[src/hw/tmqc_defines.svh]
// offsets, field positions, reset values and timing counts of the queue/mode configuration block
// Functional notes
// - bit 15 selects enhanced bus controller mode
// - bit 14 shortens host wait during messages
// - bit 14 low: host waits whole sequence, at most 900 cycles
// - bit 13 steps stack pointer by four
// - bit 12 enables global ring buffer
// - bits 11-9 select ring size, zero disables
// - bit 8 drops queue entries of invalid messages
// - bit 7 drops queue entries of valid messages
// - bit 6 enables interrupt status queue writes
`ifndef TMQC_DEFINES_SVH
`define TMQC_DEFINES_SVH

// ********************
// register map
// ********************
`define TMQC_CFG_OFFSET 16'h0018
`define TMQC_CFG_RESET 16'h0000
`define TMQC_CFG_MASK 16'hFFC0

// ********************
// field positions
// ********************
`define TMQC_ENH_BIT 15
`define TMQC_WAIT_BIT 14
`define TMQC_STK_BIT 13
`define TMQC_RING_EN_BIT 12
`define TMQC_RING_SZ_HI 11
`define TMQC_RING_SZ_LO 9
`define TMQC_SKIP_INV_BIT 8
`define TMQC_SKIP_VAL_BIT 7
`define TMQC_QEN_BIT 6

// ********************
// stack and timing
// ********************
`define TMQC_STACK_STEP 16'h0004
`define TMQC_RING_MIN_WORDS 14'h0080
`define TMQC_RING_MAX_WORDS 14'h2000
`define TMQC_CLK_NS 4
`define TMQC_FULL_WAIT_NS 3600
`define TMQC_REDUCED_WAIT_NS 500
`define TMQC_FULL_WAIT_CYC (`TMQC_FULL_WAIT_NS / `TMQC_CLK_NS)
`define TMQC_REDUCED_WAIT_CYC (`TMQC_REDUCED_WAIT_NS / `TMQC_CLK_NS)

`endif

[src/hw/tmqc_pkg.sv]
// types shared by the queue/mode configuration block
package tmqc_pkg;
  typedef enum logic {TMQC_IDLE, TMQC_HOLD} tmqc_hold_state_type;
  typedef logic [9:0] tmqc_count_type;
endpackage

[src/hw/tmqc_hold.sv]
// host access hold-off timer while a bus message is in progress
`timescale 1ns/10ps
`include "tmqc_defines.svh"
module tmqc_hold (
  // clock and reset
  input wire logic clock,
  input wire logic rstn,
  // control
  input wire logic reduced_host_wait,
  input wire logic msg_busy,
  input wire logic host_req,
  // status
  output logic host_wait
);
  tmqc_pkg::tmqc_hold_state_type state_r;
  tmqc_pkg::tmqc_count_type cnt_r;

  // hold starts when the host asks while a message runs; ends on count or sequence end
  always_ff @(posedge clock) begin
    if (!rstn) begin
      state_r <= tmqc_pkg::TMQC_IDLE;
      cnt_r <= '0;
    end else begin
      case (state_r)
        tmqc_pkg::TMQC_IDLE: begin
          if (host_req && msg_busy) begin
            state_r <= tmqc_pkg::TMQC_HOLD;
            cnt_r <= reduced_host_wait ? 10'(`TMQC_REDUCED_WAIT_CYC) : 10'(`TMQC_FULL_WAIT_CYC);
          end
        end
        tmqc_pkg::TMQC_HOLD: begin
          cnt_r <= cnt_r - 10'd1;
          // full mode ends with the sequence; count is only a ceiling
          if (!msg_busy || cnt_r == 10'd1) begin
            state_r <= tmqc_pkg::TMQC_IDLE;
          end
        end
        default: state_r <= tmqc_pkg::TMQC_IDLE;
      endcase
    end
  end

  assign host_wait = (state_r == tmqc_pkg::TMQC_HOLD);

  // reduced wait bounded by its short count
  a_reduced_wait_bound: assert property (@(posedge clock) disable iff (!rstn)
    (host_req && msg_busy && !host_wait && reduced_host_wait) |=> ##[0:125] !host_wait)
    else $error("reduced host wait too long");
  // full wait never beyond its ceiling
  a_full_wait_bound: assert property (@(posedge clock) disable iff (!rstn)
    (host_req && msg_busy && !host_wait && !reduced_host_wait) |=> ##[0:900] !host_wait)
    else $error("full host wait too long");
  // full mode keeps holding through the first eight busy cycles of the message sequence
  a_full_wait_holds: assert property (@(posedge clock) disable iff (!rstn)
    (host_req && msg_busy && !host_wait && !reduced_host_wait) ##1 msg_busy [*8] |-> host_wait)
    else $error("full host wait released early");
endmodule

[src/hw/tmqc_top.sv]
// configuration register for bus controller mode, stack advance, ring buffer and status queue
`timescale 1ns/10ps
`include "tmqc_defines.svh"
module tmqc_top (
  // clock and reset
  input wire logic clock,
  input wire logic rstn,
  // host register port
  input wire logic [15:0] host_addr,
  input wire logic [15:0] host_wdata,
  input wire logic host_wr,
  input wire logic host_rd,
  output logic [15:0] host_rdata,
  output logic host_rvalid,
  // host bus arbitration
  input wire logic host_req,
  input wire logic msg_busy,
  output logic host_wait,
  // message events
  input wire logic message_end,
  input wire logic msg_irq,
  input wire logic msg_valid,
  // mode and buffer controls
  output logic enhanced_controller_select,
  output logic global_ring_enable,
  output logic [13:0] ring_words,
  output logic [15:0] stack_ptr,
  // interrupt status queue
  output logic irq_raise,
  output logic queue_write
);
  // ********************
  // register storage
  // ********************
  logic [15:0] cfg_r;
  logic [15:0] rdata_r;
  logic rvalid_r;
  logic [15:0] stack_r;
  logic [13:0] ring_r;
  logic irq_r;
  logic qwr_r;
  logic hold_r;
  logic hold_nxt;
  logic wr_hit;
  logic skip_entry;

  // ring size: code zero turns buffering off
  function automatic logic [13:0] ring_decode(input logic [2:0] code);
    ring_decode = (code == 3'h0) ? 14'h0000 : (14'h0040 << code);
  endfunction

  assign wr_hit = host_wr && (host_addr == `TMQC_CFG_OFFSET);

  // config write; only bits 15-6 exist here, the rest read zero
  always_ff @(posedge clock) begin
    if (!rstn) begin
      cfg_r <= `TMQC_CFG_RESET;
    end else if (wr_hit) begin
      cfg_r <= host_wdata & `TMQC_CFG_MASK;
    end
  end

  // registered read port, unmapped addresses return zero
  always_ff @(posedge clock) begin
    if (!rstn) begin
      rdata_r <= 16'h0000;
      rvalid_r <= 1'b0;
    end else begin
      rvalid_r <= host_rd;
      rdata_r <= (host_rd && host_addr == `TMQC_CFG_OFFSET) ? cfg_r : 16'h0000;
    end
  end

  // ********************
  // stack pointer and ring
  // ********************
  // stack moves by four at each message end when enabled
  always_ff @(posedge clock) begin
    if (!rstn) begin
      stack_r <= 16'h0000;
    end else if (message_end && cfg_r[`TMQC_STK_BIT]) begin
      stack_r <= stack_r + `TMQC_STACK_STEP;
    end
  end

  // ring size only counts while the ring is enabled
  always_ff @(posedge clock) begin
    if (!rstn) begin
      ring_r <= 14'h0000;
    end else begin
      ring_r <= cfg_r[`TMQC_RING_EN_BIT] ? ring_decode(cfg_r[`TMQC_RING_SZ_HI:`TMQC_RING_SZ_LO]) : 14'h0000;
    end
  end

  // ********************
  // interrupt status queue
  // ********************
  // interrupts always pass; skip bits only suppress the queue entry
  assign skip_entry = msg_valid ? cfg_r[`TMQC_SKIP_VAL_BIT] : cfg_r[`TMQC_SKIP_INV_BIT];

  always_ff @(posedge clock) begin
    if (!rstn) begin
      irq_r <= 1'b0;
      qwr_r <= 1'b0;
    end else begin
      irq_r <= msg_irq;
      qwr_r <= msg_irq && cfg_r[`TMQC_QEN_BIT] && !skip_entry;
    end
  end

  // ********************
  // host hold-off
  // ********************
  tmqc_hold u_hold (
    .clock(clock),
    .rstn(rstn),
    .reduced_host_wait(cfg_r[`TMQC_WAIT_BIT]),
    .msg_busy(msg_busy),
    .host_req(host_req),
    .host_wait(hold_nxt)
  );

  // retimed so the pin comes from a flop; adds one cycle of latency
  always_ff @(posedge clock) begin
    if (!rstn) begin
      hold_r <= 1'b0;
    end else begin
      hold_r <= hold_nxt;
    end
  end

  assign host_rdata = rdata_r;
  assign host_rvalid = rvalid_r;
  assign host_wait = hold_r;
  assign enhanced_controller_select = cfg_r[`TMQC_ENH_BIT];
  assign global_ring_enable = cfg_r[`TMQC_RING_EN_BIT];
  assign ring_words = ring_r;
  assign stack_ptr = stack_r;
  assign irq_raise = irq_r;
  assign queue_write = qwr_r;

  // ********************
  // register checks
  // ********************
  // mode bit follows the last write
  a_enh_mode_follows: assert property (@(posedge clock) disable iff (!rstn)
    wr_hit |=> enhanced_controller_select == $past(host_wdata[`TMQC_ENH_BIT]))
    else $error("enhanced mode bit not taken");
  // ring enable pin follows the last write
  a_ring_enable_out: assert property (@(posedge clock) disable iff (!rstn)
    wr_hit |=> global_ring_enable == $past(host_wdata[`TMQC_RING_EN_BIT]))
    else $error("ring enable bit not taken");
  // a read right after a write returns the written upper bits
  a_readback_match: assert property (@(posedge clock) disable iff (!rstn)
    (wr_hit ##1 (host_rd && host_addr == `TMQC_CFG_OFFSET && !host_wr)) |=>
      host_rdata == ($past(host_wdata, 2) & `TMQC_CFG_MASK))
    else $error("readback differs from written value");
  // register only changes on a write to its own offset
  a_cfg_held: assert property (@(posedge clock) disable iff (!rstn)
    !wr_hit |=> $stable(cfg_r))
    else $error("register changed without a write");
  // every read strobe gets exactly one valid pulse, one cycle late
  a_rvalid_pulse: assert property (@(posedge clock) disable iff (!rstn)
    1'b1 |=> host_rvalid == $past(host_rd))
    else $error("read valid does not follow read strobe");
  // reads of other offsets return zero
  a_unmapped_zero: assert property (@(posedge clock) disable iff (!rstn)
    (host_rd && host_addr != `TMQC_CFG_OFFSET) |=> host_rdata == 16'h0000)
    else $error("unmapped read returned data");
  // the low six bits live elsewhere and read zero here
  a_low_bits_zero: assert property (@(posedge clock) disable iff (!rstn)
    host_rvalid |-> (host_rdata & ~`TMQC_CFG_MASK) == 16'h0000)
    else $error("low bits read nonzero");

  // ********************
  // stack and ring checks
  // ********************
  // enabled message end steps the stack by four
  a_stack_step_four: assert property (@(posedge clock) disable iff (!rstn)
    (message_end && cfg_r[`TMQC_STK_BIT]) |=> stack_ptr == $past(stack_ptr) + `TMQC_STACK_STEP)
    else $error("stack pointer did not advance by four");
  // otherwise the stack stands
  a_stack_held: assert property (@(posedge clock) disable iff (!rstn)
    !(message_end && cfg_r[`TMQC_STK_BIT]) |=> $stable(stack_ptr))
    else $error("stack pointer moved without message end");
  // disabled ring or size code zero reports no ring
  a_ring_off_zero: assert property (@(posedge clock) disable iff (!rstn)
    (!cfg_r[`TMQC_RING_EN_BIT] || cfg_r[`TMQC_RING_SZ_HI:`TMQC_RING_SZ_LO] == 3'h0) |=> ring_words == 14'h0000)
    else $error("ring size nonzero while disabled");
  // smallest size code
  a_ring_smallest: assert property (@(posedge clock) disable iff (!rstn)
    (cfg_r[`TMQC_RING_EN_BIT] && cfg_r[`TMQC_RING_SZ_HI:`TMQC_RING_SZ_LO] == 3'h1) |=> ring_words == `TMQC_RING_MIN_WORDS)
    else $error("ring size code one not 128 words");
  // largest size code
  a_ring_largest: assert property (@(posedge clock) disable iff (!rstn)
    (cfg_r[`TMQC_RING_EN_BIT] && cfg_r[`TMQC_RING_SZ_HI:`TMQC_RING_SZ_LO] == 3'h7) |=> ring_words == `TMQC_RING_MAX_WORDS)
    else $error("ring size code seven not 8192 words");

  // ********************
  // queue checks
  // ********************
  // interrupts pass whatever the queue bits say
  a_irq_always: assert property (@(posedge clock) disable iff (!rstn)
    msg_irq |=> irq_raise)
    else $error("interrupt lost");
  // invalid message with its skip bit set leaves no entry
  a_skip_invalid: assert property (@(posedge clock) disable iff (!rstn)
    (msg_irq && !msg_valid && cfg_r[`TMQC_SKIP_INV_BIT]) |=> irq_raise && !queue_write)
    else $error("invalid message queued or interrupt lost");
  // valid message with its skip bit set leaves no entry
  a_skip_valid: assert property (@(posedge clock) disable iff (!rstn)
    (msg_irq && msg_valid && cfg_r[`TMQC_SKIP_VAL_BIT]) |=> irq_raise && !queue_write)
    else $error("valid message queued or interrupt lost");
  // queue switched off writes nothing
  a_queue_off: assert property (@(posedge clock) disable iff (!rstn)
    (msg_irq && !cfg_r[`TMQC_QEN_BIT]) |=> !queue_write)
    else $error("queue written while disabled");
  // queue write against enable and the skip bit of the message kind
  a_queue_gate: assert property (@(posedge clock) disable iff (!rstn)
    msg_irq |=> queue_write == ($past(cfg_r[`TMQC_QEN_BIT]) &&
      !($past(msg_valid) ? $past(cfg_r[`TMQC_SKIP_VAL_BIT]) : $past(cfg_r[`TMQC_SKIP_INV_BIT]))))
    else $error("queue write does not follow enable");
  // no event, no pulse
  a_events_quiet: assert property (@(posedge clock) disable iff (!rstn)
    !msg_irq |=> !irq_raise && !queue_write)
    else $error("queue or interrupt pulse without event");

  // ********************
  // hold-off checks
  // ********************
  // pin is the hold state one cycle late
  a_wait_retimed: assert property (@(posedge clock) disable iff (!rstn)
    1'b1 |=> host_wait == $past(hold_nxt))
    else $error("host wait pin not retimed hold state");
endmodule

[config.mk]
export PLATFORM = sky130hd
export DESIGN_NAME = tmqc_top
export DESIGN_NICKNAME = d
export VERILOG_FILES = /design/src/hw/tmqc_pkg.sv /design/src/hw/tmqc_hold.sv /design/src/hw/tmqc_top.sv
export VERILOG_INCLUDE_DIRS = /design/src /design/src/hw
export SDC_FILE = /design/constraint.sdc
export NUM_CORES = 1
export LEC_CHECK = 0
export BUFFER_PORTS_ARGS = -buffer_cell sky130_fd_sc_hd__buf_2
export CAP_MARGIN = 20
export CORE_ASPECT_RATIO = 0.5
export CORE_UTILIZATION = 45
export DETAILED_ROUTE_END_ITERATION = 6
export GPL_TIMING_DRIVEN = 0
export HOLD_SLACK_MARGIN = 0.03
export PLACE_DENSITY = 0.75
export SLEW_MARGIN = 30
export SYNTH_ARGS = -nofsm -noshare
export SYNTH_HDL_FRONTEND = slang
export SYNTH_SLANG_ARGS = --single-unit
[constraint.sdc]
create_clock -name clock -period 1.75 [get_ports clock]
set_clock_uncertainty 0.1 [all_clocks]
set_input_delay 0 -clock clock [delete_from_list [all_inputs] [get_ports clock]]
set_output_delay 0 -clock clock [all_outputs]
set_load 0.02 [all_outputs]
Word-level counts from Yosys, hierarchy flattened

Index checks and enable logic that the tools add are counted.

$add $sub $neg: 2
Multiply operators: 0
Div/mod/pow operators: 0
Order comparisons: 0
Equal/unequal tests: 3
Shift-type cells: 1
Muxes and demuxes: 7
Bitwise logic cells: 3
Reduce and logical (&&, ||, !) cells: 12

Operators by type and width:

| kind                                                                    | count |
|---|---|
| 10-bit two-way mux                                                      | 2 |
| 10-bit one-hot mux with 2 select lines                                  | 1 |
| 16-bit by 3-bit adder with 16-bit output, second input constant         | 1 |
| 16-bit by 5-bit == test with 1-bit output, second input constant        | 1 |
| 7-bit by 3-bit << shifter with 14-bit output, first input constant      | 1 |
| 10-bit by 1-bit == test with 1-bit output, second input constant        | 1 |
| 10-bit by 1-bit subtractor with 10-bit output, second input constant    | 1 |
| 1-bit logical AND                                                       | 6 |
| 3-bit logical NOT                                                       | 1 |
| 1-bit two-way mux                                                       | 3 |
| 1-bit inverter                                                          | 3 |
| 3-bit OR reduction                                                      | 1 |
| 1-bit logical NOT                                                       | 2 |
| 2-bit by 1-bit inequality test with 1-bit output, second input constant | 1 |
| 1-bit one-hot mux with 2 select lines                                   | 1 |
| 2-bit AND reduction                                                     | 1 |
| 1-bit logical OR                                                        | 1 |

Register bits: 65
Bits in latches: 0
RAM bits: 0
ROM bits: 0
Input bits: 41
Output and inout port bits: 52
Memories: 0

Logic depth before layout (Yosys ltp)

Gate-level depths: netlist of the first run.

Depth in word-level cells: 4
Mapped depth: 6

Modules after synthesis

From an unflattened synthesis of the first run, not the netlist that was laid out.

Cell total of the unflattened synthesis: 258
Area, all modules: 2,443.6 um^2

Modules (own cells, without submodules):

| module    | instances | cells each | area each (um^2) |
|---|---|---|---|
| tmqc_top  | 1         | 184        | 1,809.2 |
| tmqc_hold | 1         | 74         | 634.4 |

Least setup slack after synthesis of the first run

Ideal clock, no wire load.

Path kind: register to register
Start point: register stack_r[2] (netlist: stack_ptr[2])
End point: register stack_r[12] (netlist: stack_ptr[12])
Setup time: 0.128 ns
Arrival: 1.368 ns
Data required time: 1.522 ns
Setup slack: 0.155 ns
Stages on the path, launching flop included: 6
Cells stage by stage: dfxtp_1 ha_1 nand4_1 nor4_1 xnor2_1 nor2_1

Cells in the longest elaborated chain, start to end: 1

Ends and longest elaborated chain:

| element                                            | RTL line       | source |
|---|---|---|
| from (decl)                                        | tmqc_top.sv:38 | `logic [15:0] stack_r;` |
| from (signal assigned)                             | tmqc_top.sv:82 | `` stack_r <= stack_r + `TMQC_STACK_STEP; `` |
| 16-bit by 3-bit adder with 16-bit output (no line) | n/a            |  |

No other way between the ends.
A chain may end at the register's enable or synchronous reset.

Final worst setup path of the first run

Ends and elaborated chain as after synthesis.

==> results of run 1 <==
path summary, 6_finish.rpt:
kind	end
max	stack_ptr[12]
min	cfg_r[7]
max reg2reg	stack_ptr[12]
min reg2reg	stack_ptr[15]
Yosys cell counts, drive strengths merged, types with 6 or more instances:
master	instances	area, um^2
dfxtp	57	1141
nand2	37	141.4
nor2	23	86.33
buf	15	108.9
mux2i	14	140.1
and3	12	76.33
nor3	11	66.32
nand3	9	50.05
clkbuf	7	26.28
inv	7	26.28
a21oi	6	30.03
a31oi	6	37.54
nand4	6	52.55
xnor2	6	52.55
cell type report:
cell class	instances	area [um^2]
buffer	22	135.1
clock buffer	10	137.6
fill	422	1745
tap	70	87.58
sequential	57	1141
timing repair buffer	89	530.5
inverter	7	26.28
clock inverter	6	66.31
multi-input combinational	186	1130
through the flow:
| stage | setup slack (ns) | area, um^2 |
|---|---|---|
| 5_1_grt | 0.002974 | 3254 |
| 4_1_cts | 0.09617 | 3254 |
| 6_report | 0.1120 | 3254 |
| 3_3_place_gp | 0.1968 | 2880 |
| 2_1_floorplan | 0.1548 | 2432 |
| 3_5_place_dp | 0.1075 | 2880 |
layer usage:
metal | track usage (%) | wire, um | part of all wire (%) | vias to the layer above
met5 | 0 | 0 | 0 | -
met4 | 7.512 | 64 | 1.1 | 0
met3 | 7.143 | 381 | 6.8 | 9
met2 | 38.74 | 2762 | 49 | 78
met1 | 21.62 | 2435 | 43 | 998
li1 | - | - | - | 1091
where the power goes:
group	leakage, nW	switching [mW]	internal (mW)
clock network	0.0949	0.533	0.697
logic	1.03	0.149	0.128
registers	0.462	0.0231	1.32
total	1.58	0.705	2.14
worst max-delay path, cell delays in order (launching register included):
cell	delay, ns
dfxtp_1	0.40
ha_1	0.22
nand4_1	0.17
nor4_1	0.40
xnor2_1	0.18
nor2_1	0.06
state kept, by name, summed over array words and instances (netlist names):
| register | cells |
|---|---|
| host_wait | 1 |
| u_hold.cnt_r | 10 |
| host_rdata | 10 |
| irq_raise | 1 |
| queue_write | 1 |
| cfg_r | 10 |
| ring_words | 8 |
| u_hold.host_wait | 1 |
| host_rvalid | 1 |
| stack_ptr | 14 |
cells in the final DEF, fill, tap and decap left out, types with 2 or more instances in the layout:
| master | instances |
|---|---|
| buf_2 | 72 |
| dfxtp_1 | 57 |
| nand2_1 | 36 |
| nor2_1 | 23 |
| dlygate4sd3_1 | 17 |
| conb_1 | 15 |
| mux2i_1 | 14 |
| buf_4 | 14 |
| and3_1 | 11 |
| nor3_1 | 10 |
| clkbuf_8 | 10 |
| nand3_1 | 8 |
| inv_1 | 7 |
| clkbuf_1 | 7 |
| a31oi_1 | 6 |
| a21oi_1 | 6 |
| xnor2_1 | 6 |
| nand4_1 | 5 |
| xor2_1 | 5 |
| nand2b_1 | 4 |
| nor4_1 | 4 |
| o21ai_0 | 4 |
| nor2b_1 | 3 |
| ha_1 | 3 |
| clkinvlp_4 | 3 |
| nor4b_1 | 2 |
| and2_1 | 2 |
| a211oi_1 | 2 |
kinds of logic after synthesis:
logic type,count (synthesis)
simple gates,120
flops,57
compound gates,23
buf+inv,29
fa+ha+maj,3
other cells,1
xor+xnor,11
mux,14
repair_timing:
item / CTS / global route
hold buffers: 17 / 0
endpoints found under the hold margin: 19 / 0
resized for setup: 0 / 0
==> impl_metrics.csv, run 1 <==
group,metric,value,unit
grt,grt_first_pass_wirelength,8.549,mm
timing,maxSlewHeadroom,65.47,%
synthesis,synthFlopType,"dfxtp_1",
layout,drive_gt1_share,29.71,%
routing,dr.pass1.iters,4,
timing,final-setup-viol-count,0,
grt,grt_pass1_vias,1956,
synthesis,avgSynthCellArea,9.224,um^2
clocking,post-cts-setup-buffers,0,
die,die_h,53.42,um
timing,fmax,610.5,MHz
timing,setup_tns,0,ns
synthesis,ys_seq_elements,57,
die,io_pins,93,
timing,maxSlewViolCount,0,
die,rows,18,
synthesis,synth_edf_count,0,
critical_path,worst_ep_arrival_time,1.74,ns
critical_path,cp-start-kind,"flop",
die,die_x,104.8,um
critical_path,r2r_start,"stack_ptr[2]",
flow_run,max_cap_viol_count,0,
synthesis,synth_mux_area_share,5.889,%
critical_path,crit_type,"reg2reg",
timing,post-route-period-util,93.60,%
layout,nNetsFinal,416,
clocking,cts_buffers,9,
synthesis,yosysWarnings,0,
clocking,cts_tree,"built",
clocking,clock_path_buffers,2,
placed_design,place.gp.congestion,0.8365,
timing,finalHoldViolations,0,
grt,antenna_found_initial,0,
synthesis,synth_compound_area_share,6.309,%
placed_design,dp_cells,414,
run_status,status,"complete, no violations",
synthesis,syn_area,0.002380,mm^2
routing,drtIter0Drc,118,
critical_path,crit_start,"stack_ptr[2]",
synthesis,synth_top_family_by_area,"simple AND/OR/NAND/NOR gates",
routing,drt-total-wl,5.643,mm
power,leakagePower,1.584,nW
timing,grt_setup_unrepaired,"no",
grt,overflow,0,
min_path,worstHoldStart,"host_wr",
min_path,hp-class,"in2reg",
layout,synthToLayoutAreaGrowth,36.75,%
timing,holdWs,0.06663,ns
critical_path,regToRegSetupSlack,0.11,ns
synthesis,syn_inst,258,
synthesis,synth_adder_area_share,1.577,%
critical_path,r2r_cells,5,
synthesis,synth_xor_area_share,4.048,%
routing,vias,2176,
placed_design,dp_hpwl,3.879,mm
synthesis,yosysUniqueCellTypes,42,
routing,wl_per_cell,12.62,um
synthesis,yosysSeqAreaShare,47.95,%
routing,ant_nets,0,
clocking,clk_latency,0.33,ns
min_path,min_path_cells,3,
power,vdd_drop_max,0.0004049,V
placed_design,portBuffers,72,
critical_path,required,1.85,ns
grt,grt_max_degree,12,
routing,vias_per_cell,4.868,
timing,period_minus_slack,1.638,ns
critical_path,critPathCaptureType,"flop",
clocking,root_buffer,"clkbuf_8",
clocking,clkTransAtPathRegs,0.07,ns
clocking,htreeDepth,3,
timing,worstMarginPinSlew,0.5179,ns
layout,utilization,65.09,%
grt,grt_use_total,20.40,%
critical_path,cp_max_fo,4,
die,dieArea,0.005601,mm^2
die,core-area,0.005000,mm^2
power,power,2.849,mW
synthesis,async_flop_share,0,%
layout,n_antenna_cell,0,
power,power_density,875.6,mW/mm^2
die,start_util,47.60,%
synthesis,synthSimpleGateAreaFrac,27.29,%
clocking,numClockSinks,57,
routing,drc,0,
layout,layout.cells.non_filler,447,
Note: power is estimated with default switching activity, not from simulation.
==> run 2: changes to the inputs <==
ABC_AREA = 1   (was unset)
GPL_ROUTABILITY_DRIVEN = 0   (was unset)
PLACE_DENSITY = 0.74   (was 0.75)
==> impl_metrics.csv, run 2 <==
group,metric,value,unit
run_status,status,"complete, no violations",
critical_path,cp-start-kind,"primary input",
clocking,root_buffer,"clkbuf_8",
timing,setup_tns,0,ns
clocking,cts_tree,"built",
synthesis,synth_xor_area_share,0.7157,%
critical_path,crit_type,"in2reg",
power,power_density,883.8,mW/mm^2
power,vdd_drop_max,0.0004164,V
routing,vias_per_cell,4.595,
synthesis,syn_area,0.002447,mm^2
synthesis,synth_mux_area_share,0,%
timing,grt_setup_unrepaired,"no",
clocking,cts_buffers,9,
routing,wl_per_cell,10.85,um
layout,n_antenna_cell,0,
layout,multi_input_area,0.001082,mm^2
synthesis,synthSimpleGateAreaFrac,29.29,%
layout,drive_gt1_share,27.39,%
timing,period_minus_slack,1.675,ns
clocking,numClockSinks,57,
synthesis,yosysSeqAreaShare,46.63,%
synthesis,synth_commonest_cells,"nand2_1, dfxtp_1, nor2_1",
layout,synthToLayoutAreaGrowth,37.58,%
layout,fillers,435,
placed_design,portBuffers,72,
timing,post-route-period-util,95.74,%
placed_design,placed_area,0.002948,mm^2
clocking,clkTransAtPathRegs,0.06,ns
timing,maxSlewViolCount,0,
routing,drt-total-wl,5.631,mm
synthesis,ys_seq_elements,57,
layout,seq_area,0.001141,mm^2
grt,grt_max_degree,11,
min_path,hp-class,"in2reg",
routing,vias,2385,
synthesis,synth_area_leader_cell,"dfxtp_1",
critical_path,cp_max_fo,10,
flow_run,max_cap_viol_count,0,
die,start_util,48.30,%
layout,design_area,0.003367,mm^2
synthesis,synth_edf_count,0,
critical_path,worst_ep_arrival_time,1.85,ns
layout,layout_common_cells,"buf_2, nand2_1, nor2_1, dfxtp_1, inv_1",
clocking,htreeDepth,3,
synthesis,yosysUniqueCellTypes,34,
grt,overflow,0,
synthesis,synthFlopType,"dfxtp_1",
routing,drc,0,
critical_path,required,1.92,ns
synthesis,yosysWarnings,0,
timing,fmax,596.9,MHz
layout,nNetsFinal,489,
synthesis,synth_top_family_by_area,"simple AND/OR/NAND/NOR gates",
critical_path,critPathCaptureType,"flop",
layout,final_common_cell,"buf_2",
die,io_pins,93,
die,rows,18,
placed_design,dp_hpwl,3.934,mm
grt,grt_first_pass_wirelength,9.025,mm
synthesis,synth_most_common_cell,"nand2_1",
routing,drtIter0Drc,73,
synthesis,syn_inst,329,
die,dieArea,0.005755,mm^2
die,core-area,0.005067,mm^2
grt,antenna_found_initial,0,
grt,grt_pass1_vias,2203,
layout,largest_reg_flops,14,
routing,ant_nets,0,
synthesis,synth_compound_area_share,9.867,%
timing,finalHoldViolations,0,
synthesis,avgSynthCellArea,7.439,um^2
clocking,clock_path_buffers,2,
clocking,clk_latency,0.33,ns
synthesis,synth_adder_area_share,1.534,%
routing,dr.pass1.iters,4,
power,leakagePower,1.712,nW
synthesis,async_flop_share,0,%
synthesis,synth_top_area_share,46.63,%
timing,final-setup-viol-count,0,
synthesis,synth_area_leaders,"dfxtp_1, nand2_1, nor2_1",
die,die_x,106.3,um
clocking,post-cts-setup-buffers,0,
die,die_h,54.15,um
grt,grt_use_total,20.78,%
## run 2: final cells by class
| type | count | share of cell area, % |
|---|---|---|
| buffer | 20 | 4.088 |
| clock buffer | 13 | 5.314 |
| clock inverter | 2 | 1.041 |
| inverter | 41 | 4.571 |
| multi-input combinational | 225 | 32.14 |
| sequential | 57 | 33.89 |
| tap | 70 | 2.601 |
| timing repair buffer | 91 | 16.35 |
## run 2: where the power goes
| part | total (mW) | switching (mW) | internal (mW) |
|---|---|---|---|
| combinational | 0.340 | 0.194 | 0.146 |
| sequential | 1.35 | 0.0171 | 1.33 |
| clock | 1.29 | 0.488 | 0.802 |
| total | 2.98 | 0.699 | 2.28 |
## run 2: metal layers
| metal | track usage, % | up-vias | wire length [um] | part of all wire [%] |
|---|---|---|---|---|
| met3 | 6.416 | 20 | 384 | 6.8 |
| met4 | 10.65 | 0 | 118 | 2.1 |
| met2 | 38.74 | 88 | 2778 | 49 |
| met1 | 22.23 | 1042 | 2350 | 42 |
| li1 | - | 1235 | - | - |
| met5 | 0 | - | 0 | 0 |
## run 2: stage by stage
step / utilization [%] / setup slack (ns) / hold WS (ns) / std cells / total power [mW]
floorplan: - / 0.1895 / 0.003603 / 343 / 1.591
global route: 66.44 / 0.02379 / 0.06691 / 519 / 3.106
CTS: 66.15 / 0.03851 / 0.1269 / 519 / 2.991
global placement: 58.17 / 0.2478 / 0.1127 / 485 / 1.666
detailed placement: 58.17 / 0.2148 / 0.1176 / 485 / 1.676
finish: 66.44 / 0.07463 / 0.02816 / 519 / 2.976
## run 2: worst max-delay path: stages
cell and delay [ns]:
dlygate4sd3_1 0.52, buf_2 0.14, buf_4 0.18, nand2_1 0.10, a2111oi_1 0.31, dlygate4sd3_1 0.61
## run 2: cells by family after synthesis
| family | after synthesis |
|---|---|
| AO/OA/AOI/OAI | 45 |
| XOR/XNOR | 2 |
| adder cells (fa/ha/maj) | 3 |
| buffers and inverters | 61 |
| flip-flops | 57 |
| other | 1 |
| AND/OR/NAND/NOR | 160 |
## run 2: path summary, 6_finish.rpt
check / slack (ns) / end / start / depth (start not counted)
min: 0.03 / host_rdata[11] / host_addr[5] / 5
max: 0.07 / queue_write / rstn / 6
min reg2reg: 0.35 / ring_words[11] / cfg_r[10] / 1
max reg2reg: 0.19 / stack_ptr[12] / stack_ptr[2] / 8
## run 2: repair_timing
| action | 4_1_cts | 5_1_grt |
|---|---|---|
| setup endpoints to repair | 0 | 11 |
| hold endpoints to repair | 22 | 0 |
| resized for setup | 0 | 4 |
| hold buffers | 19 | 0 |
